$ cat src/pkg/dimc_pkg.sv
// Package with register map, field positions, codes and timing for the block.
package dimc_pkg;
	// -------------------------------------------------------------------
	// Register offsets
	// -------------------------------------------------------------------
	localparam logic [7:0] ADDR_SLOT_A_INTEGRATOR_SETUP = 8'h42;
	localparam logic [7:0] ADDR_SLOT_A_FRONTEND_CONNECTION = 8'h43;
	localparam logic [7:0] ADDR_SLOT_B_INTEGRATOR_SETUP = 8'h44;
	localparam logic [7:0] ADDR_SLOT_B_FRONTEND_CONNECTION = 8'h45;
	localparam logic [7:0] ADDR_CONVERTER_TIMING = 8'h4e;
	localparam logic [7:0] ADDR_INTEGRATE_ENABLE_BITS = 8'h58;
	localparam logic [7:0] ADDR_INTEGRATION_SETUP_WORD = 8'h5a;
	// -------------------------------------------------------------------
	// Reset values
	// -------------------------------------------------------------------
	localparam logic [15:0] RST_INTEGRATOR_SETUP = 16'h1c00;
	localparam logic [15:0] RST_FRONTEND_CONNECTION = 16'hada5;
	localparam logic [15:0] RST_CONVERTER_TIMING = 16'h0000;
	localparam logic [15:0] RST_INTEGRATE_ENABLE_BITS = 16'h0000;
	localparam logic [15:0] RST_INTEGRATION_SETUP_WORD = 16'h0000;
	// -------------------------------------------------------------------
	// Field positions and codes
	// -------------------------------------------------------------------
	localparam int MODE_FIELD_LSB = 8;
	localparam int SLOT_A_ENABLE_BIT = 12;
	localparam int SLOT_B_ENABLE_BIT = 13;
	localparam int SLOT_A_SINGLE_PAIR_BIT = 5;
	localparam int SLOT_B_SINGLE_PAIR_BIT = 6;
	localparam logic [7:0] MODE_NORMAL_INTEGRATOR = 8'h1c;
	localparam logic [7:0] MODE_VOLTAGE_BUFFER = 8'h1d;
	localparam logic [15:0] CONN_NORMAL_PATH = 16'hada5;
	localparam logic [15:0] CONN_BYPASS_FILTER = 16'hae65;
	localparam logic [15:0] CONN_BYPASS_BOTH = 16'hb065;
	localparam logic [15:0] TIMING_DIRECT_1MHZ = 16'h0040;
	localparam logic [13:0] SATURATION_LIMIT = 14'h3fff;
	// -------------------------------------------------------------------
	// Timing
	// -------------------------------------------------------------------
	localparam int CLK_PERIOD_NS = 50;
	localparam int CONVERSION_PERIOD_NS = 1000;
	localparam int CONV_CYCLES_INT = CONVERSION_PERIOD_NS / CLK_PERIOD_NS;
	localparam logic [4:0] CONV_CYCLES = 5'(CONV_CYCLES_INT);
	localparam logic [4:0] CONV_HALF = 5'(CONV_CYCLES_INT / 2);

	typedef enum logic [1:0] {
		PATH_NORMAL = 2'b00,
		PATH_NO_FILTER = 2'b01,
		PATH_DIRECT = 2'b10,
		PATH_OTHER = 2'b11
	} dimc_path_t;
endpackage

$ cat src/rtl/dimc_slot_decode.sv
// Per-slot decode of the front-end and integrate settings.
`timescale 1ns/1ps
module dimc_slot_decode
	import dimc_pkg::*;
(
	input wire logic [15:0] mode_word_i,
	input wire logic [15:0] conn_word_i,
	input wire logic integrate_en_i,
	input wire logic single_pair_i,
	output logic integrator_buffer_o,
	output logic filter_bypass_o,
	output logic integrator_bypass_o,
	output logic direct_mode_o,
	output logic integrate_mode_o,
	output logic single_pair_o
);
	logic [7:0] mode_field;
	dimc_path_t path;

	function automatic dimc_path_t decode_path(input logic [15:0] w);
		case (w)
			CONN_NORMAL_PATH: decode_path = PATH_NORMAL;
			CONN_BYPASS_FILTER: decode_path = PATH_NO_FILTER;
			CONN_BYPASS_BOTH: decode_path = PATH_DIRECT;
			default: decode_path = PATH_OTHER;
		endcase
	endfunction

	always_comb begin
		mode_field = mode_word_i[MODE_FIELD_LSB +: 8];
		path = decode_path(conn_word_i);
		filter_bypass_o = (path == PATH_NO_FILTER) || (path == PATH_DIRECT);
		integrator_bypass_o = (path == PATH_DIRECT);
		direct_mode_o = (path == PATH_DIRECT) && !integrate_en_i;
		integrate_mode_o = integrate_en_i;
		// Buffer only when not in direct mode, where the field is moot.
		integrator_buffer_o = !direct_mode_o &&
			(mode_field == MODE_VOLTAGE_BUFFER);
		// Pair selection matters only while integrating.
		single_pair_o = integrate_en_i && single_pair_i;
	end
endmodule

$ cat src/rtl/dimc_config_bank.sv
// Configuration register bank for normal, direct and digital integrate modes.
`timescale 1ns/1ps
module dimc_config_bank
	import dimc_pkg::*;
(
	input wire logic core_clk_i,
	input wire logic rst_i,
	input wire logic [7:0] reg_addr_i,
	input wire logic reg_wr_i,
	input wire logic reg_rd_i,
	input wire logic [15:0] reg_wdata_i,
	input wire logic slot_b_active_i,
	input wire logic window_active_i,
	output logic [15:0] reg_rdata_o,
	output logic reg_rvalid_o,
	output logic integrator_buffer_o,
	output logic filter_bypass_o,
	output logic integrator_bypass_o,
	output logic direct_mode_o,
	output logic integrate_mode_o,
	output logic single_pair_o,
	output logic gapped_timing_o,
	output logic conv_clk_o,
	output logic conv_strobe_o
);
	// -------------------------------------------------------------------
	// Register storage
	// -------------------------------------------------------------------
	logic [15:0] a_mode_ff, nxt_a_mode;
	logic [15:0] a_conn_ff, nxt_a_conn;
	logic [15:0] b_mode_ff, nxt_b_mode;
	logic [15:0] b_conn_ff, nxt_b_conn;
	logic [15:0] timing_ff, nxt_timing;
	logic [15:0] enable_ff, nxt_enable;
	logic [15:0] setup_ff, nxt_setup;
	logic [15:0] rdata_ff, nxt_rdata;
	logic rvalid_ff, nxt_rvalid;
	logic [6:0] wr_sel, rd_sel;

	// -------------------------------------------------------------------
	// Address decode
	// -------------------------------------------------------------------
	// One select bit per mapped register; unmapped addresses select none.
	function automatic logic [6:0] reg_select(input logic [7:0] a);
		logic [6:0] s;
		s = 7'h00;
		case (a)
			ADDR_SLOT_A_INTEGRATOR_SETUP: s[0] = 1'b1;
			ADDR_SLOT_A_FRONTEND_CONNECTION: s[1] = 1'b1;
			ADDR_SLOT_B_INTEGRATOR_SETUP: s[2] = 1'b1;
			ADDR_SLOT_B_FRONTEND_CONNECTION: s[3] = 1'b1;
			ADDR_CONVERTER_TIMING: s[4] = 1'b1;
			ADDR_INTEGRATE_ENABLE_BITS: s[5] = 1'b1;
			ADDR_INTEGRATION_SETUP_WORD: s[6] = 1'b1;
			default: s = 7'h00;
		endcase
		return s;
	endfunction

	// -------------------------------------------------------------------
	// Register write and read
	// -------------------------------------------------------------------
	always_comb begin
		wr_sel = reg_wr_i ? reg_select(reg_addr_i) : 7'h00;
		rd_sel = reg_rd_i ? reg_select(reg_addr_i) : 7'h00;
		// Writes to unmapped addresses leave every register unchanged.
		nxt_a_mode = wr_sel[0] ? reg_wdata_i : a_mode_ff;
		nxt_a_conn = wr_sel[1] ? reg_wdata_i : a_conn_ff;
		nxt_b_mode = wr_sel[2] ? reg_wdata_i : b_mode_ff;
		nxt_b_conn = wr_sel[3] ? reg_wdata_i : b_conn_ff;
		nxt_timing = wr_sel[4] ? reg_wdata_i : timing_ff;
		nxt_enable = wr_sel[5] ? reg_wdata_i : enable_ff;
		nxt_setup = wr_sel[6] ? reg_wdata_i : setup_ff;
		// A read sees the value held before a write in the same cycle.
		nxt_rvalid = reg_rd_i;
		nxt_rdata = 16'h0000;
		if (rd_sel[0]) nxt_rdata = a_mode_ff;
		if (rd_sel[1]) nxt_rdata = a_conn_ff;
		if (rd_sel[2]) nxt_rdata = b_mode_ff;
		if (rd_sel[3]) nxt_rdata = b_conn_ff;
		if (rd_sel[4]) nxt_rdata = timing_ff;
		if (rd_sel[5]) nxt_rdata = enable_ff;
		if (rd_sel[6]) nxt_rdata = setup_ff;
	end

	always_ff @(posedge core_clk_i) begin
		if (rst_i) begin
			a_mode_ff <= RST_INTEGRATOR_SETUP;
			a_conn_ff <= RST_FRONTEND_CONNECTION;
			b_mode_ff <= RST_INTEGRATOR_SETUP;
			b_conn_ff <= RST_FRONTEND_CONNECTION;
			timing_ff <= RST_CONVERTER_TIMING;
			enable_ff <= RST_INTEGRATE_ENABLE_BITS;
			setup_ff <= RST_INTEGRATION_SETUP_WORD;
			rdata_ff <= 16'h0000;
			rvalid_ff <= 1'b0;
		end else begin
			a_mode_ff <= nxt_a_mode;
			a_conn_ff <= nxt_a_conn;
			b_mode_ff <= nxt_b_mode;
			b_conn_ff <= nxt_b_conn;
			timing_ff <= nxt_timing;
			enable_ff <= nxt_enable;
			setup_ff <= nxt_setup;
			rdata_ff <= nxt_rdata;
			rvalid_ff <= nxt_rvalid;
		end
	end

	// -------------------------------------------------------------------
	// Per-slot decode
	// -------------------------------------------------------------------
	logic [5:0] dec [2];
	logic [15:0] sel_mode [2];
	logic [15:0] sel_conn [2];
	logic sel_en [2];
	logic sel_single [2];

	always_comb begin
		sel_mode[0] = a_mode_ff;
		sel_mode[1] = b_mode_ff;
		sel_conn[0] = a_conn_ff;
		sel_conn[1] = b_conn_ff;
		sel_en[0] = enable_ff[SLOT_A_ENABLE_BIT];
		sel_en[1] = enable_ff[SLOT_B_ENABLE_BIT];
		sel_single[0] = setup_ff[SLOT_A_SINGLE_PAIR_BIT];
		sel_single[1] = setup_ff[SLOT_B_SINGLE_PAIR_BIT];
	end

	// Both slots are decoded at all times; the active one is picked below.
	genvar gi;
	generate
		for (gi = 0; gi < 2; gi++) begin : g_slot
			dimc_slot_decode u_dec (
				.mode_word_i(sel_mode[gi]),
				.conn_word_i(sel_conn[gi]),
				.integrate_en_i(sel_en[gi]),
				.single_pair_i(sel_single[gi]),
				.integrator_buffer_o(dec[gi][0]),
				.filter_bypass_o(dec[gi][1]),
				.integrator_bypass_o(dec[gi][2]),
				.direct_mode_o(dec[gi][3]),
				.integrate_mode_o(dec[gi][4]),
				.single_pair_o(dec[gi][5])
			);
		end
	endgenerate

	// -------------------------------------------------------------------
	// Active slot outputs and converter timing
	// -------------------------------------------------------------------
	logic [5:0] out_ff, nxt_out;
	logic gap_ff, nxt_gap;
	logic [4:0] cnt_ff, nxt_cnt;
	logic cclk_ff, nxt_cclk;
	logic strobe_ff, nxt_strobe;
	logic run_conv;

	// The counter restarts whenever the run condition drops, so every run
	// opens with a strobe and a full high phase of the converter clock.
	always_comb begin
		nxt_out = slot_b_active_i ? dec[1] : dec[0];
		// Gapped timing bit is moot outside integrate mode.
		nxt_gap = nxt_out[4] && setup_ff[7];
		run_conv = (nxt_out[3] && timing_ff == TIMING_DIRECT_1MHZ) ||
			(nxt_out[4] && window_active_i);
		nxt_cnt = 5'h00;
		nxt_cclk = 1'b0;
		nxt_strobe = 1'b0;
		if (run_conv) begin
			nxt_cnt = (cnt_ff == CONV_CYCLES - 5'h01) ? 5'h00 : cnt_ff + 5'h01;
			nxt_cclk = (cnt_ff < CONV_HALF);
			nxt_strobe = (cnt_ff == 5'h00);
		end
	end

	always_ff @(posedge core_clk_i) begin
		if (rst_i) begin
			out_ff <= 6'h00;
			gap_ff <= 1'b0;
			cnt_ff <= 5'h00;
			cclk_ff <= 1'b0;
			strobe_ff <= 1'b0;
		end else begin
			out_ff <= nxt_out;
			gap_ff <= nxt_gap;
			cnt_ff <= nxt_cnt;
			cclk_ff <= nxt_cclk;
			strobe_ff <= nxt_strobe;
		end
	end

	// -------------------------------------------------------------------
	// Outputs
	// -------------------------------------------------------------------
	assign reg_rdata_o = rdata_ff;
	assign reg_rvalid_o = rvalid_ff;
	assign integrator_buffer_o = out_ff[0];
	assign filter_bypass_o = out_ff[1];
	assign integrator_bypass_o = out_ff[2];
	assign direct_mode_o = out_ff[3];
	assign integrate_mode_o = out_ff[4];
	assign single_pair_o = out_ff[5];
	assign gapped_timing_o = gap_ff;
	assign conv_clk_o = cclk_ff;
	assign conv_strobe_o = strobe_ff;
endmodule

$ cat config.mk
export PLATFORM = sky130hd
export DESIGN_NAME = dimc_config_bank
export DESIGN_NICKNAME = d
export VERILOG_FILES = /design/src/pkg/dimc_pkg.sv /design/src/rtl/dimc_slot_decode.sv /design/src/rtl/dimc_config_bank.sv
export SDC_FILE = /design/constraint.sdc
export NUM_CORES = 1
export LEC_CHECK = 0
export BUFFER_PORTS_ARGS = -buffer_cell sky130_fd_sc_hd__buf_2
export CAP_MARGIN = 20
export CORE_UTILIZATION = 64
export DETAILED_ROUTE_END_ITERATION = 8
export PLACE_DENSITY = 0.93
export SLEW_MARGIN = 20
export SYNTH_ARGS = -nofsm -noshare
export SYNTH_HDL_FRONTEND = slang
export SYNTH_SLANG_ARGS = --single-unit
$ cat constraint.sdc
create_clock -name core_clk_i -period 7.3 [get_ports core_clk_i]
set_clock_uncertainty 0.1 [all_clocks]
set_input_delay 1.825 -clock core_clk_i [delete_from_list [all_inputs] [get_ports core_clk_i]]
set_output_delay 1.825 -clock core_clk_i [all_outputs]
set_load 0.02 [all_outputs]
==> results.txt, run 1 <==
----------------------------------------------------
[Timing]
  Count of pins over their slew limit ... 0
  Part of the cycle the worst path needs ... 0.547
  Slew at the pin closest to its max-slew limit ... between 1000 and 1500 ps
  F_max ... approximately 0.25 GHz
  Fin crit period ... roughly 4000 ps
  Normalized max-slew margin ... 0.295
  Count of final hold-check violations ... 0
  RSZ-0062 raised after global routing ... no
  Setup-failing EPs final ... 0
  Sum Neg Setup Slack ... 0 ps

[Power and ir drop]
  Reg power frac ... 0.447
  Part of the power in the clock network ... 0.505
  Switching power share of the total ... 0.233
  Peak supply drop ... ~0.24 mV
  NetSw ... 0.408 mW
  Cell-internal power ... between 1 and 1.5 mW
  Proportion of power drawn by combinational gates ... 0.049
  Static leakage ... roughly 2.7 nW
  Power density normalized to cell area ... between 200 and 250 mW/mm^2

[Synth]
  Yosys top cell by area ... dfxtp_1
  Top-area cell type share of the netlist area ... 0.432
  Synth Area in Simple Gates ... 0.210
  Mean post-synth cell area ... a little over 9 sq um
  Top post-synthesis cells by area ... dfxtp_1 (43%), mux2i_1 (16%), nand2_1 (5.4%)
  Post-Syn Nets ... roughly 740
  Most common cell in the netlist ... dfxtp_1
  Count of flip-flops with a built-in enable after synthesis ... 0
  Post-Synthesis Cells ... around 700
  Cell area after technology mapping ... around 0.0066 sq mm
  Synthesis warning total ... 0
  Dominant synthesized flop cell ... dfxtp_1
  Top cells by count, synth ... dfxtp_1 (143), mux2i_1 (108), nand2_1 (96)
  Flop and latch count out of synthesis ... between 100 and 150
  Adder-cell area share of the yosys netlist ... 0.00754
  Portion of the post-synthesis area used by sequential elements ... 0.432
  Yosys cell types ... 56
  Combinational family with the most area after synthesis ... simple AND/OR/NAND/NOR gates
  Area fraction in compound gates after synthesis ... 0.128
  Multiplexer fraction of the synthesized cell area ... 0.175
  Post-Synth XOR/XNOR Area ... 0.00264
  Post-synth ARST share ... 0

[Clocking]
  CTS tree ... done
  Number of buffers created by CTS ... 17
  Number of post-CTS setup repair buffers ... 0
  Number of H-tree levels ... 4
  CTS Hold Buffers Added ... 0
  Post-CTS clock slew at the launch and capture registers of the worst setup and hold paths ... about 60 ps
  Post-CTS resize count ... 0
  Clock network latency to the later pin of the worst-skew pair ... roughly 540 ps
  Bufs on Longest Clock Path ... 2
  Number of clock sinks ... 143
  Master cell of the clock root buffer ... clkbuf_8

[Floorplan]
  Die X ... slightly above 100 um
  # IOs ... 56
  Total die area ... roughly 0.011 sq mm
  Initial core utilization ... 0.669
  Count of standard-cell rows ... 36
  Core area ... 0.00991 sq mm
  DIE HEIGHT ... a little over 100 um

[Routing]
  Via count ... ~6000
  Number of search-and-repair iterations in the first detailed-routing pass ... 7
  Post-detailed-route DRC marker count ... 0
  Drt wl/cell ... approximately 21 um
  ANT nets after route ... 0
  Starting DRT DRC Count ... between 700 and 800
  Drt via density ... between 6 and 7
  Routed Wire Length ... between 15000 and 20000 um

[Critical path]
  Category of the worst setup path launch point ... primary input
  FF-to-FF setup slack ... between 4000 and 5000 ps
  Setup crit end kind ... register
  Type of the worst setup path ... in2reg
  CP Max Fanout ... 42
  Arrival time at the worst endpoint ... between 4000 and 5000 ps
  Required time of the worst setup path ... 7600 ps

[Finish]
  Nets ... about 770
  Count of antenna diodes in the layout ... 0
  Fraction of final layout cells sized beyond drive strength 1 ... 0.158
  Fraction of the core area covered by cells at the end of the flow ... 0.750
  Area Growth Syn to Fin ... 12.1%

[Placed design]
  GPL Wtd Cong ... between 0.9 and 1
  Number of buffers inserted by port buffering ... 55
  Placed wire-length estimate after detailed placement ... 11900 um

[Global route]
  Maximum number of pins on one net before global-route repair ... between 50 and 60
  Antenna violations before repair ... 0
  Number of global-route vias before repair ... 5866
  Residual overflow from global routing ... 0
  GRT Util Overall ... 0.354
  Global-route wire length before repair ... approximately 30000 um

[Hold path]
  Type of the most critical hold path ... reg2reg

[Job]
  Number of max-capacitance violations reported ... 0

[Status]
  Run status ... completed

----------------------------------------------------
==> state kept, by name (all words and copies together), names as in the netlist, 16 cells and up <==
name         count
reg_rdata_o     16
enable_ff       16
timing_ff       16
b_mode_ff       16
a_conn_ff       16
b_conn_ff       16
setup_ff        16
a_mode_ff       16
==> per-stage QoR <==
step	power [mW]	cell area (sq um)	cells	worst slack, ps	hold slack (ps)
after floorplan	0.850	6630	709	3680	336
after CTS	1.75	7430	879	3410	354
after detailed placement	0.881	6830	847	2860	346
final	1.75	7440	879	3310	353
after global routing	1.79	7440	879	3130	379
after global placement	0.879	6830	847	2920	341
==> final timing paths <==
check	end	depth (start not counted)	startpoint
max	reg_rdata_o[15]	5	reg_addr_i[1]
min	b_mode_ff[5]	2	b_mode_ff[5]
max reg2reg	cnt_ff[2]	9	a_conn_ff[3]
min reg2reg	b_mode_ff[5]	2	b_mode_ff[5]
==> cells in the final DEF (no fill, tap or decap), types with 6 or more instances in the layout <==
cell and instances:
a21oi_1 29, a221oi_1 10, buf_2 55, clkbuf_16 16
dfxtp_1 143, mux2_2 7, mux2i_1 108, nand2_1 96
nand3_1 16, nand4_1 11, nor2_1 71, nor2b_1 6
nor3_1 6, nor4_1 15, nor4b_1 6, o21ai_0 17
o221a_2 6, o221ai_1 16, o22ai_1 16, o31a_1 7
o32a_1 9
==> per-layer routing <==
| metal | wire, um | share of wire | GRT usage | up-vias |
|---|---|---|---|---|
| met5 | 0 | 0 | 0 | - |
| met4 | 833 | 0.045 | 0.197 | 0 |
| met3 | 1950 | 0.10 | 0.101 | 92 |
| met2 | 8790 | 0.47 | 0.575 | 420 |
| met1 | 7070 | 0.38 | 0.420 | 2819 |
| li1 | - | - | - | 2632 |
==> worst max-delay path, cell delays in order <==
cell and delay, ps:
buf_2 690, and3b_1 450, nand4_1 680, o221ai_1 520, o22ai_1 110
==> power by group through the flow <==
stage          logic (mW)  clock network, mW  registers (mW)
6_report           0.0851              0.884           0.783
5_1_grt            0.0886              0.923           0.783
4_1_cts            0.0820              0.889           0.783
3_5_place_dp       0.0814                  0           0.800
3_3_place_gp       0.0786                  0           0.800
2_1_floorplan      0.0495                  0           0.801
==> area by class of cell <==
class / count / area, sq um
multi-input combinational: 506 / 3470
sequential: 143 / 2860
fill: 652 / 2470
clock buffer: 19 / 442
timing repair buffer: 60 / 313
tap: 133 / 166
clock inverter: 13 / 163
inverter: 5 / 18.8
==> cells by family (layout without fill, tap and decap cells) <==
group                      count (synthesis)  count (layout)
and+or+nand+nor                          269             269
buffers and inverters                     60              97
DFF                                      143             143
muxes                                    115             115
adders and majority gates                  4               4
xor gates and xnor gates                   2               2
AOI/OAI and AO/OA                        116             116
Note: power is estimated with default switching activity, not from simulation.
==> run 2, diff against run 1 <==
--- a/config.mk
+++ b/config.mk
@@ -7,9 +7,9 @@
 export LEC_CHECK = 0
 export BUFFER_PORTS_ARGS = -buffer_cell sky130_fd_sc_hd__buf_2
 export CAP_MARGIN = 20
-export CORE_UTILIZATION = 64
+export CORE_UTILIZATION = 54
 export DETAILED_ROUTE_END_ITERATION = 8
-export PLACE_DENSITY = 0.93
+export PLACE_DENSITY = 0.84
 export SLEW_MARGIN = 20
 export SYNTH_ARGS = -nofsm -noshare
 export SYNTH_HDL_FRONTEND = slang
==> constraint.sdc (replaced) <==
create_clock -name core_clk_i -period 3.5 [get_ports core_clk_i]
set_clock_uncertainty 0.1 [all_clocks]
set_input_delay 0.875 -clock core_clk_i [delete_from_list [all_inputs] [get_ports core_clk_i]]
set_output_delay 0.875 -clock core_clk_i [all_outputs]
set_load 0.02 [all_outputs]
==> run 2 against run 1 <==
Flip-flop and latch count stayed put. First-iteration DRC count decreased by 16%. Total power increased by 97%. Combinational power grew 120%. Utilization is 13 points lower.
==> results.txt, run 2 (synthesized netlist as in run 1, its figures left out) <==
----------------------------------------------------
[Timing]
  Setup-failing EPs final ... 0 (unchanged)
  Slew at the pin closest to its max-slew limit ... 814 ps (-240 ps)
  Count of final hold-check violations ... 0 (unchanged)
  Part of the cycle the worst path needs ... 0.835
  Count of pins over their slew limit ... 0 (unchanged)
  Fin crit period ... just under 3000 ps
  Sum Neg Setup Slack ... 0 ps (unchanged)
  Normalized max-slew margin ... 0.456 (+0.161)
  RSZ-0062 raised after global routing ... no
  F_max ... around 0.34 GHz

[Critical path]
  Arrival time at the worst endpoint ... 3160 ps (-1130 ps)
  Instance count on the critical path ... 9 (+4)
  Type of the worst setup path ... reg2reg
  Category of the worst setup path launch point ... register
  Required time of the worst setup path ... 3740 ps (-3860 ps)
  Setup crit end kind ... register
  Startpoint of the worst setup timing path ... a_conn_ff[3]
  Sum of buffers and inverters on the critical path ... 0 (-1)
  Gate family responsible for the most delay along the worst path ... simple AND/OR/NAND/NOR gates
  CP max stage delay ... 440 ps (-250 ps)
  CP Cell Sequence ... nor4b_1, nand4_1, nor4_1, and4b_1, ha_1, or3b_2, a21oi_1, a22oi_1, nor3b_1
  Length in cells of the worst reg-to-reg path ... 9 (unchanged)
  Critical register-to-register path startpoint ... a_conn_ff[3]
  Worst path slowest cell ... or3b_2
  CP Max Fanout ... 7 (-83%)

[Hold path]
  Start point of the worst min-delay path ... b_mode_ff[1]
  Type of the most critical hold path ... reg2reg
  Worst Hold Depth ... 2 (unchanged)

[Clocking]
  CTS tree ... done
  Post-CTS resize count ... 0 (unchanged)
  Post-CTS clock slew at the launch and capture registers of the worst setup and hold paths ... 60 ps (about the same)
  Master cell of the clock root buffer ... clkbuf_16
  Bufs on Longest Clock Path ... 2 (unchanged)
  Number of clock sinks ... 143 (unchanged)
  Number of post-CTS setup repair buffers ... 0 (unchanged)
  Number of H-tree levels ... 4 (unchanged)
  CTS Hold Buffers Added ... 0 (unchanged)
  Clock network latency to the later pin of the worst-skew pair ... 420 ps (-120 ps)
  Number of buffers created by CTS ... 17 (unchanged)

[Power and ir drop]
  Peak supply drop ... 0.343 mV (+44%)
  Static leakage ... 2.68 nW (+1.1%)
  Power density normalized to cell area ... 461 mW/mm^2 (+96%)

[Routing]
  Routed Wire Length ... 17900 um (-3.8%)
  ANT nets after route ... 0 (unchanged)
  Starting DRT DRC Count ... 669 (-16%)
  Drt via density ... 6.45 (-5.0%)
  Via count ... 5801 (-2.7%)
  Number of search-and-repair iterations in the first detailed-routing pass ... 5 (-2)
  Drt wl/cell ... 19.9 um (-6.0%)
  Post-detailed-route DRC marker count ... 0 (unchanged)

[Global route]
  Global-route wire length before repair ... 28800 um (-3.6%)
  Antenna violations before repair ... 0 (unchanged)
  GRT Util Overall ... 0.293 (-0.0610)
  Residual overflow from global routing ... 0 (unchanged)
  Number of global-route vias before repair ... 5630 (-4.0%)
  Maximum number of pins on one net before global-route repair ... 40 (-25%)

[Finish]
  Fraction of final layout cells sized beyond drive strength 1 ... 0.159 (+0.00119)
  Count of antenna diodes in the layout ... 0 (unchanged)
  Most frequent cells in the layout ... dfxtp_1 (143), mux2i_1 (108), nand2_1 (96)
  Count of non-filler cells in the finished layout ... 900 (+2.4%)
  Nets ... 780 (+1.7%)
  Area Growth Syn to Fin ... 12.5%
  Most frequent standard cell in the layout excluding fill and tap cells ... dfxtp_1

[Floorplan]
  Die X ... 113 um (+8.7%)
  Total die area ... 0.0127 sq mm (+18%)
  DIE HEIGHT ... 113 um (+8.7%)
  Initial core utilization ... 0.552 (-0.117)
  # IOs ... 56 (unchanged)
  Core area ... 0.0120 sq mm (+21%)
  Count of standard-cell rows ... 40 (+11%)

[Placed design]
  Number of buffers inserted by port buffering ... 55 (unchanged)
  Placed wire-length estimate after detailed placement ... 12100 um (+2.4%)
  Cell count after placement ... 874 (+3.2%)
  GPL Wtd Cong ... 0.932 (-5.4%)

[Status]
  Run status ... completed

[Job]
  Number of max-capacitance violations reported ... 0 (unchanged)

----------------------------------------------------
-- run 2: changes by cell type in the layout (fill, tap and decap cells not counted) --
cell / change
clkinvlp_4: -3
inv_6: -1
nand2b_2: -1
buf_4: +13
clkbuf_1: +4
bufinv_16: -2
clkinv_4: -3
clkbuf_16: +1
clkinv_2: -2
nand2b_1: +1
-- run 2: report_power, final --
group          internal, mW  switching [mW]  leakage [nW]
sequential             1.63         0.00183          1.15
combinational        0.0520           0.131          1.27
clock                  1.01           0.619         0.254
total                  2.69           0.751          2.68
-- run 2: layout make-up --
cell class / count / area (sq um)
Multi-Input combinational cell: 506 / 3470
Inverter: 5 / 18.8
Timing Repair Buffer: 73 / 410
Sequential cell: 143 / 2860
Fill cell: 954 / 4550
Clock buffer: 24 / 482
Tap cell: 147 / 184
Clock inverter: 2 / 35.0
-- run 2: final timing paths --
| check | to | slack [ps] |
|---|---|---|
| setup reg to reg | cnt_ff[1] | 580 |
| setup / recovery | cnt_ff[1] | 580 |
| hold / removal | b_mode_ff[1] | 360 |
| hold reg to reg | b_mode_ff[1] | 360 |
-- run 2: worst reg2reg max path, cell delays in order (launching register included) --
cell	delay (ps)
dfxtp_1	320
nor4b_1	310
nand4_1	160
nor4_1	340
and4b_1	240
ha_1	170
or3b_2	440
a21oi_1	260
a22oi_1	250
nor3b_1	250
-- run 2: metal layers --
metal,part of all wire,GRT usage,vias up
met5,0,0,-
met4,0.029,0.150,0
met3,0.078,0.0761,53
met2,0.47,0.470,315
met1,0.42,0.364,2778
li1,-,-,2655
-- run 2: stage by stage --
step	total power, mW	utilization	area (sq um)	setup WS (ps)	hold WS, ps
floorplan	1.77	-	6630	827	336
global placement	1.84	0.578	6940	426	341
detailed placement	1.85	0.578	6940	350	354
CTS	3.44	0.621	7460	578	361
global route	3.53	0.621	7460	306	385
finish	3.44	0.621	7460	577	356
